`config.mk`:
```
export PLATFORM = sky130hd
export DESIGN_NAME = atc_timer
export DESIGN_NICKNAME = d
export VERILOG_FILES = /design/src/atc_pkg.sv /design/src/atc_timer.sv
export SDC_FILE = /design/constraint.sdc
export NUM_CORES = 1
export LEC_CHECK = 0
export ABC_AREA = 1
export BUFFER_PORTS_ARGS = -buffer_cell sky130_fd_sc_hd__buf_2
export CORE_ASPECT_RATIO = 0.6
export CORE_MARGIN = 3
export CORE_UTILIZATION = 50
export CTS_CLUSTER_SIZE = 16
export DETAILED_ROUTE_END_ITERATION = 10
export PLACE_DENSITY = 0.74
export SYNTH_ARGS = -nofsm -noshare
export SYNTH_HDL_FRONTEND = slang
export SYNTH_SLANG_ARGS = --single-unit
```
`constraint.sdc`:
```
create_clock -name clk -period 6.9 [get_ports clk]
set_clock_uncertainty 0.1 [all_clocks]
set_input_delay 0.345 -clock clk [delete_from_list [all_inputs] [get_ports clk]]
set_output_delay 0.345 -clock clk [all_outputs]
set_load 0.01 [all_outputs]
```
`src/atc_pkg.sv`:
```
// package of the 8-bit async timer/counter: register map, fields, resets, modes
// assumes one 200 MHz clock and a plain address/strobe register port
package atc_pkg;
    // register indices; byte address is the index itself on this port
    localparam logic [2:0] ADDR_CTRL_A = 3'h0;
    localparam logic [2:0] ADDR_CTRL_B = 3'h1;
    localparam logic [2:0] ADDR_COUNT = 3'h2;
    localparam logic [2:0] ADDR_COMPARE = 3'h3;
    localparam logic [2:0] ADDR_ASYNC = 3'h4;
    localparam logic [2:0] ADDR_MASK = 3'h5;
    localparam logic [2:0] ADDR_FLAGS = 3'h6;
    // control A fields
    localparam int COM_LSB = 6;
    localparam int WGM_LSB = 0;
    // control B fields
    localparam int FORCE_BIT = 7;
    localparam int CS_LSB = 0;
    // async status fields
    localparam int EXTERNAL_CLOCK_ENABLE_BIT = 6;
    localparam int ASEL_BIT = 5;
    localparam int CNT_UB_BIT = 4;
    localparam int OCR_UB_BIT = 3;
    localparam int CTLA_UB_BIT = 1;
    localparam int CTLB_UB_BIT = 0;
    // mask and flag fields
    localparam int CMP_BIT = 1;
    localparam int OVF_BIT = 0;
    // reset values
    localparam logic [7:0] RST_CTRL_A = 8'h00;
    localparam logic [7:0] RST_CTRL_B = 8'h00;
    localparam logic [7:0] RST_COUNT = 8'h00;
    localparam logic [7:0] RST_COMPARE = 8'h00;
    localparam logic [7:0] RST_MASK = 8'h00;
    localparam logic [9:0] RST_PRESC = 10'h000;
    // counter limits
    localparam logic [7:0] CNT_MAX = 8'hFF;
    localparam logic [7:0] CNT_BOTTOM = 8'h00;
    localparam logic [7:0] CNT_ONE = 8'h01;

    typedef enum logic [1:0] {
        WGM_NORMAL = 2'b00,
        WGM_PHASE = 2'b01,
        WGM_CTC = 2'b10,
        WGM_FAST = 2'b11
    } atc_wgm_e;

    typedef enum logic [1:0] {
        COM_OFF = 2'b00,
        COM_TOGGLE = 2'b01,
        COM_CLEAR = 2'b10,
        COM_SET = 2'b11
    } atc_com_e;

    // one register port request
    typedef struct packed {
        logic [2:0] addr;
        logic [7:0] wrData;
        logic wrStb;
        logic rdStb;
    } atc_req_s;
endpackage

```
`src/atc_timer.sv`:
```
// 8-bit timer/counter with one compare channel and optional async timer clock
// assumes the crystal pin is asynchronous, everything else is on clk
`timescale 1ns/10ps

// What this block does
// force strobe in non-PWM mode makes a compare action on the pin, at once on clk, at the next crystal edge when async
// forced compare sets no flag and never clears the counter
// force strobe reads as zero and stores nothing
// software writes force as zero while a PWM mode runs
// clock field: stop, undivided, then taps /8 /32 /64 /128 /256 /1024
// counter is read/write; a write blocks the match on the next count
// compare register matched with counter on every count, driving flag and pin
// external clock enable takes the crystal pin as clock; oscillator runs only at zero
// software sets external clock enable before choosing async clocking
// async select zero runs from clk, one from crystal or external clock
// changing async select leaves counter, compare and control A undefined
// async select takes a written one only with RC or watchdog system clock at the write, else zero
// async writes set per-register busy flag until moved into timer domain
// software never writes a register while its busy flag is set
// counter reads live; compare and controls read their temporary copies
// reserved bits read as zero
// compare request when compare enable, global enable and flag are set
// overflow request when overflow enable, global enable and flag are set
// compare flag sets on match, clears by vector or writing one
// overflow flag sets at overflow or PWM bottom turn, clears by vector or one
// modes normal, phase PWM, CTC, fast PWM; top 0xFF except CTC uses compare
// pending temporary values move on the next async timer edge, clearing busy
module atc_timer (
    input wire logic clk,
    input wire logic arst_n,
    input wire atc_pkg::atc_req_s busReq,
    output logic [7:0] rdData,
    input wire logic crystalInputPin,
    input wire logic sysClkFromRc,
    input wire logic globalIrqEnable,
    input wire logic compareVectorAck,
    input wire logic overflowVectorAck,
    output logic compareIrqReq,
    output logic overflowIrqReq,
    output logic compareOutputPin,
    output logic crystalOscEnable,
    output logic externalClockBufEnable
);
    logic rstMeta_q, rstN;
    logic xtalMeta_q, xtalSync_q, xtalLast_q;
    logic asyncSel_q, extClk_q;
    logic [7:0] ctrlATmp_q, ctrlBTmp_q, ocrTmp_q, cntTmp_q;
    logic [7:0] ctrlA_q, ctrlB_q, ocr_q, cnt_q;
    logic cntUb_q, ocrUb_q, ctlAUb_q, ctlBUb_q;
    logic forcePend_q, forceEv;
    logic [1:0] mask_q, flags_q;
    logic [9:0] presc_q;
    logic dirDown_q, blockMatch_q, pin_q;
    logic cmpIrq_q, ovfIrq_q, oscEn_q, extBuf_q;
    logic [7:0] rdData_q;
    logic xtalEdge, srcTick, cntTick, match, ovfEv, bottomEv;
    logic wrCtlA, wrCtlB, wrCnt, wrOcr, wrAsync, wrMask, wrFlags;
    logic [7:0] top;
    logic [1:0] wgm, com;
    logic isPwm;

    // reset release through two flops
    always_ff @(posedge clk or negedge arst_n) begin
        if (!arst_n) begin
            rstMeta_q <= 1'b0;
            rstN <= 1'b0;
        end else begin
            rstMeta_q <= 1'b1;
            rstN <= rstMeta_q;
        end
    end

    // crystal pin synchroniser and rising edge detect
    always_ff @(posedge clk or negedge rstN) begin
        if (!rstN) begin
            xtalMeta_q <= 1'b0;
            xtalSync_q <= 1'b0;
            xtalLast_q <= 1'b0;
        end else begin
            xtalMeta_q <= crystalInputPin;
            xtalSync_q <= xtalMeta_q;
            xtalLast_q <= xtalSync_q;
        end
    end

    // write decode
    always_comb begin
        wrCtlA = 1'b0;
        wrCtlB = 1'b0;
        wrCnt = 1'b0;
        wrOcr = 1'b0;
        wrAsync = 1'b0;
        wrMask = 1'b0;
        wrFlags = 1'b0;
        if (busReq.wrStb) begin
            if (busReq.addr == atc_pkg::ADDR_CTRL_A) begin
                wrCtlA = 1'b1;
            end else if (busReq.addr == atc_pkg::ADDR_CTRL_B) begin
                wrCtlB = 1'b1;
            end else if (busReq.addr == atc_pkg::ADDR_COUNT) begin
                wrCnt = 1'b1;
            end else if (busReq.addr == atc_pkg::ADDR_COMPARE) begin
                wrOcr = 1'b1;
            end else if (busReq.addr == atc_pkg::ADDR_ASYNC) begin
                wrAsync = 1'b1;
            end else if (busReq.addr == atc_pkg::ADDR_MASK) begin
                wrMask = 1'b1;
            end else if (busReq.addr == atc_pkg::ADDR_FLAGS) begin
                wrFlags = 1'b1;
            end
        end
    end

    // timer source: every clk, or each rising crystal edge in async mode
    assign xtalEdge = xtalSync_q & ~xtalLast_q & asyncSel_q;
    assign srcTick = asyncSel_q ? xtalEdge : 1'b1;
    assign wgm = ctrlA_q[atc_pkg::WGM_LSB +: 2];
    assign com = ctrlA_q[atc_pkg::COM_LSB +: 2];
    assign isPwm = (wgm == atc_pkg::WGM_PHASE) || (wgm == atc_pkg::WGM_FAST);
    assign top = (wgm == atc_pkg::WGM_CTC) ? ocr_q : atc_pkg::CNT_MAX;

    // async status: clock selects and crystal control
    always_ff @(posedge clk or negedge rstN) begin
        if (!rstN) begin
            asyncSel_q <= 1'b0;
            extClk_q <= 1'b0;
        end else if (wrAsync) begin
            extClk_q <= busReq.wrData[atc_pkg::EXTERNAL_CLOCK_ENABLE_BIT];
            // hardware refuses async unless the system clock allows it;
            // a switch leaves counter, compare and control A stale, not reloaded
            asyncSel_q <= busReq.wrData[atc_pkg::ASEL_BIT] & sysClkFromRc;
        end
    end

    // temporary copies, always written by software
    always_ff @(posedge clk or negedge rstN) begin
        if (!rstN) begin
            ctrlATmp_q <= atc_pkg::RST_CTRL_A;
            ctrlBTmp_q <= atc_pkg::RST_CTRL_B;
            ocrTmp_q <= atc_pkg::RST_COMPARE;
            cntTmp_q <= atc_pkg::RST_COUNT;
        end else begin
            if (wrCtlA) begin
                ctrlATmp_q <= busReq.wrData;
            end
            if (wrCtlB) begin
                ctrlBTmp_q <= busReq.wrData;
            end
            if (wrOcr) begin
                ocrTmp_q <= busReq.wrData;
            end
            if (wrCnt) begin
                cntTmp_q <= busReq.wrData;
            end
        end
    end

    // busy flags: set by async write, cleared on the transfer edge
    always_ff @(posedge clk or negedge rstN) begin
        if (!rstN) begin
            cntUb_q <= 1'b0;
            ocrUb_q <= 1'b0;
            ctlAUb_q <= 1'b0;
            ctlBUb_q <= 1'b0;
        end else if (!asyncSel_q) begin
            cntUb_q <= 1'b0;
            ocrUb_q <= 1'b0;
            ctlAUb_q <= 1'b0;
            ctlBUb_q <= 1'b0;
        end else begin
            // a write in the edge cycle keeps its flag set
            cntUb_q <= wrCnt | (cntUb_q & ~xtalEdge);
            ocrUb_q <= wrOcr | (ocrUb_q & ~xtalEdge);
            ctlAUb_q <= wrCtlA | (ctlAUb_q & ~xtalEdge);
            ctlBUb_q <= wrCtlB | (ctlBUb_q & ~xtalEdge);
        end
    end

    // timer-domain copies: immediate in sync mode, on edge when async
    always_ff @(posedge clk or negedge rstN) begin
        if (!rstN) begin
            ctrlA_q <= atc_pkg::RST_CTRL_A;
            ctrlB_q <= atc_pkg::RST_CTRL_B;
            ocr_q <= atc_pkg::RST_COMPARE;
        end else if (!asyncSel_q) begin
            if (wrCtlA) begin
                ctrlA_q <= busReq.wrData;
            end
            if (wrCtlB) begin
                ctrlB_q <= busReq.wrData;
            end
            if (wrOcr) begin
                ocr_q <= busReq.wrData;
            end
        end else if (xtalEdge) begin
            if (ctlAUb_q) begin
                ctrlA_q <= ctrlATmp_q;
            end
            if (ctlBUb_q) begin
                ctrlB_q <= ctrlBTmp_q;
            end
            if (ocrUb_q) begin
                ocr_q <= ocrTmp_q;
            end
        end
    end

    // force strobe: pending until it reaches the timer domain
    always_ff @(posedge clk or negedge rstN) begin
        if (!rstN) begin
            forcePend_q <= 1'b0;
        end else if (!asyncSel_q) begin
            forcePend_q <= 1'b0;
        end else if (wrCtlB) begin
            forcePend_q <= busReq.wrData[atc_pkg::FORCE_BIT];
        end else if (xtalEdge) begin
            forcePend_q <= 1'b0;
        end
    end
    assign forceEv = ~isPwm & (asyncSel_q ? (xtalEdge & forcePend_q & ctlBUb_q)
                     : (wrCtlB & busReq.wrData[atc_pkg::FORCE_BIT]));

    // prescaler advances on every source tick
    always_ff @(posedge clk or negedge rstN) begin
        if (!rstN) begin
            presc_q <= atc_pkg::RST_PRESC;
        end else if (srcTick) begin
            presc_q <= presc_q + 10'h001;
        end
    end

    // clock select taps
    always_comb begin
        cntTick = 1'b0;
        case (ctrlB_q[atc_pkg::CS_LSB +: 3])
            3'h0: cntTick = 1'b0;
            3'h1: cntTick = srcTick;
            3'h2: cntTick = srcTick & (&presc_q[2:0]);
            3'h3: cntTick = srcTick & (&presc_q[4:0]);
            3'h4: cntTick = srcTick & (&presc_q[5:0]);
            3'h5: cntTick = srcTick & (&presc_q[6:0]);
            3'h6: cntTick = srcTick & (&presc_q[7:0]);
            default: cntTick = srcTick & (&presc_q[9:0]);
        endcase
    end

    // match and overflow events, only on counting ticks
    assign match = cntTick & (cnt_q == ocr_q) & ~blockMatch_q;
    assign bottomEv = cntTick & dirDown_q & (cnt_q == atc_pkg::CNT_BOTTOM);
    assign ovfEv = (wgm == atc_pkg::WGM_PHASE) ? bottomEv
                   : (cntTick & (cnt_q == atc_pkg::CNT_MAX));

    // a counter write blocks the match on the following count
    always_ff @(posedge clk or negedge rstN) begin
        if (!rstN) begin
            blockMatch_q <= 1'b0;
        end else if (asyncSel_q ? (xtalEdge & cntUb_q) : wrCnt) begin
            blockMatch_q <= 1'b1;
        end else if (cntTick) begin
            blockMatch_q <= 1'b0;
        end
    end

    // counter and direction per waveform mode
    always_ff @(posedge clk or negedge rstN) begin
        if (!rstN) begin
            cnt_q <= atc_pkg::RST_COUNT;
            dirDown_q <= 1'b0;
        end else if (asyncSel_q ? (xtalEdge & cntUb_q) : wrCnt) begin
            cnt_q <= asyncSel_q ? cntTmp_q : busReq.wrData;
        end else if (cntTick) begin
            case (wgm)
                atc_pkg::WGM_PHASE: begin
                    if (!dirDown_q && cnt_q == atc_pkg::CNT_MAX) begin
                        dirDown_q <= 1'b1;
                        cnt_q <= cnt_q - atc_pkg::CNT_ONE;
                    end else if (dirDown_q && cnt_q == atc_pkg::CNT_BOTTOM) begin
                        dirDown_q <= 1'b0;
                        cnt_q <= cnt_q + atc_pkg::CNT_ONE;
                    end else if (dirDown_q) begin
                        cnt_q <= cnt_q - atc_pkg::CNT_ONE;
                    end else begin
                        cnt_q <= cnt_q + atc_pkg::CNT_ONE;
                    end
                end
                default: begin
                    dirDown_q <= 1'b0;
                    // forced compares never reach this clear
                    if (cnt_q == top) begin
                        cnt_q <= atc_pkg::CNT_BOTTOM;
                    end else begin
                        cnt_q <= cnt_q + atc_pkg::CNT_ONE;
                    end
                end
            endcase
        end
    end

    // compare output pin
    always_ff @(posedge clk or negedge rstN) begin
        if (!rstN) begin
            pin_q <= 1'b0;
        end else if (!isPwm) begin
            if (match || forceEv) begin
                case (com)
                    atc_pkg::COM_TOGGLE: pin_q <= ~pin_q;
                    atc_pkg::COM_CLEAR: pin_q <= 1'b0;
                    atc_pkg::COM_SET: pin_q <= 1'b1;
                    default: pin_q <= pin_q;
                endcase
            end
        end else if (wgm == atc_pkg::WGM_FAST) begin
            if (match && com[1]) begin
                pin_q <= com[0];
            end else if (cntTick && cnt_q == atc_pkg::CNT_MAX && com[1]) begin
                pin_q <= ~com[0];
            end
        end else if (match && com[1]) begin
            pin_q <= com[0] ^ dirDown_q;
        end
    end

    // interrupt mask
    always_ff @(posedge clk or negedge rstN) begin
        if (!rstN) begin
            mask_q <= atc_pkg::RST_MASK[1:0];
        end else if (wrMask) begin
            mask_q <= busReq.wrData[1:0];
        end
    end

    // flags: hardware set wins over vector or write-one clear
    always_ff @(posedge clk or negedge rstN) begin
        if (!rstN) begin
            flags_q <= 2'b00;
        end else begin
            flags_q[atc_pkg::CMP_BIT] <= match | (flags_q[atc_pkg::CMP_BIT]
                & ~compareVectorAck
                & ~(wrFlags & busReq.wrData[atc_pkg::CMP_BIT]));
            flags_q[atc_pkg::OVF_BIT] <= ovfEv | (flags_q[atc_pkg::OVF_BIT]
                & ~overflowVectorAck
                & ~(wrFlags & busReq.wrData[atc_pkg::OVF_BIT]));
        end
    end

    // interrupt requests and crystal controls, registered
    always_ff @(posedge clk or negedge rstN) begin
        if (!rstN) begin
            cmpIrq_q <= 1'b0;
            ovfIrq_q <= 1'b0;
            oscEn_q <= 1'b0;
            extBuf_q <= 1'b0;
        end else begin
            cmpIrq_q <= flags_q[atc_pkg::CMP_BIT] & mask_q[atc_pkg::CMP_BIT]
                        & globalIrqEnable;
            ovfIrq_q <= flags_q[atc_pkg::OVF_BIT] & mask_q[atc_pkg::OVF_BIT]
                        & globalIrqEnable;
            oscEn_q <= ~extClk_q;
            extBuf_q <= extClk_q & asyncSel_q;
        end
    end

    // read data, valid the cycle after the read strobe
    always_ff @(posedge clk or negedge rstN) begin
        if (!rstN) begin
            rdData_q <= 8'h00;
        end else if (busReq.rdStb) begin
            if (busReq.addr == atc_pkg::ADDR_CTRL_A) begin
                rdData_q <= {ctrlATmp_q[7:6], 4'h0, ctrlATmp_q[1:0]};
            end else if (busReq.addr == atc_pkg::ADDR_CTRL_B) begin
                rdData_q <= {5'h00, ctrlBTmp_q[2:0]};
            end else if (busReq.addr == atc_pkg::ADDR_COUNT) begin
                rdData_q <= cnt_q;
            end else if (busReq.addr == atc_pkg::ADDR_COMPARE) begin
                rdData_q <= ocrTmp_q;
            end else if (busReq.addr == atc_pkg::ADDR_ASYNC) begin
                rdData_q <= {1'b0, extClk_q, asyncSel_q, cntUb_q, ocrUb_q,
                             1'b0, ctlAUb_q, ctlBUb_q};
            end else if (busReq.addr == atc_pkg::ADDR_MASK) begin
                rdData_q <= {6'h00, mask_q};
            end else if (busReq.addr == atc_pkg::ADDR_FLAGS) begin
                rdData_q <= {6'h00, flags_q};
            end else begin
                rdData_q <= 8'h00;
            end
        end else begin
            rdData_q <= 8'h00;
        end
    end

    assign rdData = rdData_q;
    assign compareIrqReq = cmpIrq_q;
    assign overflowIrqReq = ovfIrq_q;
    assign compareOutputPin = pin_q;
    assign crystalOscEnable = oscEn_q;
    assign externalClockBufEnable = extBuf_q;
endmodule

```
==> results of run 1 <==
## sequential cells by signal, indices dropped and copies added, names as in the netlist, 2 cells and up
| name | count |
|---|---|
| ocrTmp_q | 8 |
| mask_q | 2 |
| cntTmp_q | 8 |
| ctrlATmp_q | 4 |
| ctrlB_q | 3 |
| cnt_q | 8 |
| presc_q | 10 |
| ctrlA_q | 4 |
| ocr_q | 8 |
| rdData | 8 |
| ctrlBTmp_q | 3 |
| flags_q | 2 |
## worst max path at each step
stage	slack, ns	to	cells after the start
2_1_floorplan	4.20	asyncSel_q$_DFFE_PN0P_	0
3_3_place_gp	3.88	cnt_q[7]$_DFFE_PN0P_	9
5_1_grt	3.29	cnt_q[7]$_DFFE_PN0P_	9
6_report	3.63	cnt_q[7]$_DFFE_PN0P_	9
3_5_place_dp	3.77	cnt_q[7]$_DFFE_PN0P_	9
4_1_cts	3.74	cnt_q[7]$_DFFE_PN0P_	9
## stage by stage
step                setup WS (ns)  utilization [%]  hold slack, ns  power, mW
CTS                          3.74             59.5          0.0750       1.86
global route                 3.29             59.5          0.0774       2.00
detailed placement           3.77             55.6          0.0331       1.35
floorplan                    4.20                -         -0.0506       1.18
finish                       3.63             59.5          0.0886       1.87
global placement             3.88             55.6          0.0303       1.33
## cell type report
class | instances | area [um^2]
clock inverters | 4 | 52.6
flip-flops and latches | 87 | 2180
well taps | 112 | 140
inverters | 78 | 299
clock buffers | 12 | 267
multi-input cells | 409 | 2060
repair buffers | 35 | 188
fillers | 815 | 3530
## power breakdown
group	leakage [nW]	internal, mW	switching, mW	total [mW]
registers	1.08	0.638	0.156	0.794
logic	1.35	0.201	0.370	0.571
clock network	0.159	0.311	0.196	0.506
## per-layer routing
metal / share of wire, % / wire length (um) / up-vias / track usage, %
li1: - / - / 1962 / -
met1: 48 / 6170 / 1963 / 40.6
met2: 39 / 5020 / 200 / 36.2
met3: 11 / 1470 / 14 / 8.70
met4: 1.1 / 147 / 0 / 6.33
met5: 0 / 0 / - / 0
## logic make-up (layout without fill, tap and decap cells)
| group | after synthesis | in the layout | share of synthesized area, % |
|---|---|---|---|
| simple gates | 268 | 268 | 25.5 |
| compound gates | 120 | 120 | 14.7 |
| buf+inv | 89 | 129 | 8.04 |
| flops | 87 | 87 | 47.3 |
| xor+xnor | 12 | 12 | 2.28 |
| fa+ha+maj | 6 | 6 | 1.63 |
| mux | 2 | 2 | 0.489 |
| other cells | 1 | 1 | 0.0814 |
## what timing repair did
action,in CTS,in global routing
endpoints found under the setup margin,0,0
hold endpoints to repair,3,0
hold buffers,2,0
## layout by cell type (no fill, tap or decap), drive strengths merged, types with 3 or more instances in the layout
master	count
a21oi	26
a221oi	3
a31oi	6
buf	33
clkbuf	12
clkinv	5
dfrtp	87
ha	6
inv	76
nand2	175
nand3	31
nand4	5
nor2	47
nor3	9
o211ai	4
o21ai	68
o22ai	4
xor2	10
## critical path: cells and delay by family, from the launching register on
family / cells / cell delay (ns)
AO/OA/AOI/OAI: 3 / 0.90
buffers and inverters: 4 / 0.71
flip-flops: 1 / 0.90
AND/OR/NAND/NOR: 2 / 0.53
## cells in the mapped netlist (all sizes together)
master   instances
nand2          175
xor2            10
o22ai            4
o31ai            2
o211ai           4
o32ai            1
buf              5
mux2             2
o2111ai          1
a211oi           1
dfrtp           87
a31oi            6
clkbuf           6
a21oi           26
nor2            47
o21a             1
xnor2            2
nand3           31
o21ai           68
inv             76
a22oi            1
o21bai           1
nand4            5
nand3b           1
clkinv           2
a221oi           3
conb             1
nor3             9
o221ai           1
ha               6
==> flow_results.org, run 1 <==
** Synthesis
- In the synthesized netlist, the number of instances is 585.
- Post-Synthesis Net Count :: 611
- Proportion of synthesized chip area in sequential cells :: 47.3%
- Yosys top cell by area :: sky130_fd_sc_hd__dfrtp_1
- In this run, distinct cell masters in the synthesized netlist total 41.
- For this run, the number of Yosys warnings is 0.
- Synthesized cell area :: 4610 um^2
- Post-synth top area share :: 47.3%
- Cells taking the most area after synthesis :: sky130_fd_sc_hd__dfrtp_1, sky130_fd_sc_hd__nand2_1, sky130_fd_sc_hd__o21ai_0
- Seq cells post-synth :: 87
- Mapped Avg Cell Area :: 7.88 um^2

** Hold path
- Number of cells on the worst hold path :: 2
- The startpoint identified for the worst hold timing path is compareVectorAck.
- Hold/Removal Path Class :: input pin to flop
- The worst hold path terminates at flags_q[1]$_DFF_PN0_.

** Outcome
- Outcome :: finished, final reports clean

** Cells and area
- Number of nets in the layout :: 646
- From synthesis to final layout, the design area changed by 12.6%.
- After the flow finishes, the layout carries non-filler instances totaling 737.
- Area of all placed cells without fillers :: 5190 um^2
- 0 antenna diodes ended up in the layout.
- Layout cells sized above 1 :: 15.0%

** Die
- Die boundary height :: 80.4 um
- Total I/O pin count :: 33
- Core area :: 8720 um^2
- The initial utilization of the core area, before any placement, comes to 52.8%.
- The die is 130 um wide.
- Die Outline Area :: 10,400 um^2
- The initialized floorplan defines 26 standard-cell rows.

** Clock network
- Clock latency on the worst-skew pair :: 0.34 ns
- Post-CTS setup repair buffer count :: 0
- CTS placed an instance of sky130_fd_sc_hd__clkbuf_16 at the clock tree root.
- TritonCTS built the clock tree.
- In this run the number of H-tree levels came out at 3.
- TritonCTS Buffers :: 9
- In this run the deepest clock path goes through 2 buffers.
- After clock tree synthesis, the clock-pin slew on the worst setup and hold paths is 0.06 ns.
- The tree built by TritonCTS fans out to 87 sinks.
- The number of gates resized after CTS was 0.

** Setup path
- The worst register-to-register path begins at asyncSel_q$_DFFE_PN0P_.
- The worst register-to-register path ends at cnt_q[7]$_DFFE_PN0P_.
- The worst setup path is launched from a flop.
- Critical path required time :: 7.02 ns
- Walking the worst path, the cells encountered are inv_2 -> nor2_2 -> inv_2 -> o22ai_1 -> inv_1 -> nand2_2 -> inv_2 -> a21oi_1 -> a21oi_1.
- Startpoint of the most critical setup path :: asyncSel_q$_DFFE_PN0P_
- Data arrives at the worst endpoint at 3.39 ns.
- Biggest cell delay along the critical path :: 0.90 ns
- FF-to-FF setup slack :: 3.63 ns
- Critical Path Slowest Stage Cell :: sky130_fd_sc_hd__dfrtp_1
- Counting cells, the worst reg-to-reg path comes to 9.
- Counting stages on the worst path, the most repeated cell is sky130_fd_sc_hd__inv_2.
- In this run the worst path has a maximum fanout of 24.
- Capturing element type of the critical path :: flop
- Worst setup path category :: flop to flop

** Drt
- Final routed wire length divided by cell count :: 17.4 um
- Summed over all layers, the routed wires come to 12,800 um.
- The pre-antenna-repair detailed-routing pass consisted of 5 iterations.
- Vias post-DR :: 4,139
- Detailed router's first-iteration violation count :: 487
- Remaining DRCs :: 0
- Avg Vias per Cell :: 5.62
- Once detail routing completed, the nets flagged for antenna violations numbered 0.

** Place
- Cell count after placement :: 719
- The wire-length estimate of the detail-placed layout is 9650 um.
- Instance area at placement :: 4850 um^2
- Input and output buffers added on the ports amount to 32.
- The congestion estimate from routability-driven global placement came to 0.964.

** Pwr
- Across the VDD grid, the largest voltage drop is 0.000186 V.
- For this design the static power due to leakage is 2.59 nW.
- Power spread over the standard cell area amounts to 361 nW/um^2.

** GRT
- Entering global routing, the biggest net connects 86 pins.
- The first global-routing pass estimated 21,100 um of wire.
- The number of antenna violations at the first check in global routing was 0.
- Total global routing overflow :: 0
- Total global routing track utilization :: 26.7%
- Vias in the first global route :: 4,034

** STA
- Final total negative setup slack :: 0 ns
- In this run the tightest slew margin relative to its limit is 27.2%.
- The number of slew-limit violations in the final report is 0.
- The number of hold-slack violations in the final timing report came to 0.
- Based on the critical path, the design can be clocked at up to 306 MHz.
- Worst Tran Pin Value :: 1.09 ns
- Count of final setup violators :: 0
- The smallest clock period supported by the final layout is computed as 3.27 ns.
- Final worst path period share :: 47.4%
- Setup repair after global routing missed its margin :: false

** Run
- Across the run, the number of max-cap violations was 0.
No activity file was read; power rests on OpenSTA's default activity.
==> run 2, diff against run 1 <==
clock period = 3.1 ns   (was 6.9 ns; I/O delays follow)
==> run 2 against run 1 <==
- the flow now finishes with violations (negative hold slack)
- worst setup slack lost 2.9 ns
- cell count grew 1.6%
- via count grew 3.4%
- combinational power grew 130%
- sequential power grew 120%
- design area grew 1.6%
- maximum frequency grew 37%
- critical path type unchanged
==> flow_results.org, run 2 (synthesis gave the netlist of run 1 again) <==
** Setup path
- The biggest cell delay along the critical path was 0.40 ns (-0.50 ns).
- Critical Path Slowest Stage Cell :: sky130_fd_sc_hd__dfrtp_1
- Max FO, Critical Path :: 5 (-79%)
- Traced cell by cell, the critical path runs through ha_1 -> nand3_1 -> inv_1 -> ha_1 -> o21ai_0 -> nand2_1 -> nand2_1 -> a21oi_1 -> nand2_1 -> a21oi_1 -> nand2_1 -> nor2_1 -> a21oi_1.
- Startpoint type of the worst setup path :: flop
- STA classifies the critical path endpoint as a flop.
- Dominant cell type by count on the critical path :: sky130_fd_sc_hd__nand2_1
- Critical path required time :: 3.23 ns (-3.79 ns)
- CP Data Arrival Time :: 2.52 ns (-0.87 ns)
- The startpoint identified for the worst register-to-register timing path is presc_q[0]$_DFFE_PN0P_.
- Startpoint of the most critical setup path :: presc_q[0]$_DFFE_PN0P_
- Worst setup path category :: flop to flop

** STA
- The final hold slack is -0.00309 ns (-0.0917 ns).
- The clock period minus worst slack is 2.39 ns (-0.880 ns).
- Setup repair after global routing missed its margin :: false
- The number of endpoints failing setup at the final stage is 0 (unchanged).
- The maximum operating frequency came to 419 MHz (+37%).
- The slew of the pin with the lowest slew margin was 0.642 ns (-0.449 ns).
- Final hold violation count :: 1 (+1)
- The number of slew-limit violations in the final report was 0 (unchanged).
- Remaining max-slew budget at the tightest pin :: 57.2% (+30 points)
- The fraction of the cycle the final worst path needs is 77.0% (+30 points).
- Final total negative setup slack :: 0 ns (unchanged)

** Clock network
- Clock edge transition at the registers on the reported setup and hold paths :: 0.07 ns (about the same)
- The clock latency on the worst-skew pair was 0.35 ns (about the same).
- The number of clock sinks is 87 (unchanged).
- CTS max path bufs :: 2 (unchanged)
- The TritonCTS buffer count came to 9 (unchanged).
- TritonCTS clock tree :: yes
- The buffers inserted during post-CTS setup optimization came to 0 (unchanged).
- In this run the clock root is driven by a sky130_fd_sc_hd__clkbuf_16.
- Number of levels the H-tree was split into :: 3 (unchanged)

** Cells and area
- The number of cells in the finished layout apart from fillers is 749 (+1.6%).
- Total inserted antenna cells :: 0 (unchanged)
- The share of final-layout standard cells stronger than drive strength 1 came to 15.4% (+0.34 points).
- The share of the core filled with cells in the final layout was 60.4% (+0.95 points).
- Most common library cell in the layout ignoring fill and taps :: sky130_fd_sc_hd__nand2_1
- The register with the most flip-flops in the final layout is presc_q.
- The number of flip-flops in the largest register is 10 (unchanged).
- Post-synthesis to final-layout area growth :: 14.4%
- The top cell types in the final layout, fill and taps aside, are sky130_fd_sc_hd__nand2_1, sky130_fd_sc_hd__dfrtp_1, sky130_fd_sc_hd__inv_1.
- Number of nets in the layout :: 658 (+1.9%)

** Pwr
- The leakage power total was 2.62 nW (+1.2%).
- PnR Total Power :: 4.11 mW (+120%)
- Cell area power density :: 780 nW/um^2 (+120%)
- Largest voltage drop on the vdd net :: 0.000407 V (+120%)

** GRT
- The total routing resource utilization after global routing was 26.2% (-0.49 points).
- Vias in the first global route :: 3,809 (-5.6%)
- The global route total overflow is 0 (unchanged).
- Wire length of the first global-routing pass :: 20,700 um (-1.6%)
- Maximum number of pins on one net before global-route repair :: 49 (-43%)
- The number of antenna violations at the first check in global routing came to 0 (unchanged).

** Die
- Die boundary height :: 80.4 um (unchanged)
- Die Wd :: 130 um (unchanged)
- The area of the core came to 8720 um^2 (unchanged).
- The floorplan die area came to 10,400 um^2 (unchanged).
- The I/O pin count was 33 (unchanged).
- The initial cell density of the core was 52.8% (unchanged).
- The site row count was 26 (unchanged).

** Run
- Number of maximum-capacitance violations :: 0 (unchanged)

** Place
- Global placement routability congestion :: 0.931 (-3.4%)
- Cell count after placement :: 723 (+0.56%)
- Number of port buffers :: 32 (unchanged)
- The post-DP HPWL was 9730 um (+0.89%).

** Drt
- The via count came to 4,280 (+3.4%).
- The number of DRC markers after the initial detailed-route iteration came to 520 (+6.8%).
- The detailed-router iteration count before antenna repair came to 5 (unchanged).
- The remaining design rule violation count is 0 (unchanged).
- WL final :: 12,900 um (+0.60%)
- The post-detailed-route wirelength per cell came to 17.2 um (-1.0%).
- Avg Vias per Cell :: 5.71 (+1.7%)
- The antenna violation net count after detailed routing was 0 (unchanged).

** Outcome
- The checks that failed: negative hold slack.
- The run finished, with violations left.

** Hold path
- Start point of the worst min-delay path :: busReq[8]
- The worst hold path belongs to the class input pin to flop.
-- run 2: cell type report --
class | instances | area [um^2]
clock buffers | 9 | 225
clock inverters | 7 | 66.3
fillers | 797 | 3450
inverters | 78 | 299
multi-input cells | 409 | 2060
flip-flops and latches | 87 | 2180
well taps | 112 | 140
repair buffers | 47 | 298
-- run 2: critical path, delay by kind of cell (launching register included) --
| family | cells | cell delay, ns |
|---|---|---|
| fa+ha+maj | 2 | 0.34 |
| flops | 1 | 0.40 |
| buf+inv | 1 | 0.07 |
| simple gates | 6 | 0.56 |
| compound gates | 4 | 0.80 |
-- run 2: stage by stage --
stage	setup WS [ns]	instance area (um^2)
floorplan	0.397	4610
global placement	0.797	4880
detailed placement	0.768	4880
CTS	0.750	5270
global route	0.441	5270
finish	0.711	5270
-- run 2: path summary, 6_finish.rpt --
path,end,slack [ns],cells past startpoint
max,compareOutputPin$_DFFE_PN0P_,0.71,13
min,extClk_q$_DFFE_PN0P_,-0.003,3
max reg2reg,compareOutputPin$_DFFE_PN0P_,0.71,13
min reg2reg,rstN$_DFF_PN0_,0.25,0
max in group asynchronous,overflowIrqReq$_DFF_PN0_,1.87,1
min in group asynchronous,rstN$_DFF_PN0_,0.01,2
-- run 2: power by group --
group	internal, mW	total, mW	switching [mW]
combinational	0.462	1.32	0.853
clock	0.558	1.05	0.488
sequential	1.42	1.75	0.328
-- run 2: timing repair --
action	CTS	global route
hold endpoints to repair	14	0
gates resized for setup	0	0
endpoints found under the setup margin	0	0
hold buffers	10	0
-- run 2: per-layer routing --
| layer | wire, um | global-route usage (%) | vias up |
|---|---|---|---|
| met3 | 1280 | 6.64 | 17 |
| met1 | 6540 | 42.0 | 2048 |
| met5 | 0 | 0 | - |
| met2 | 4940 | 34.9 | 215 |
| li1 | - | - | 2000 |
| met4 | 114 | 5.08 | 0 |
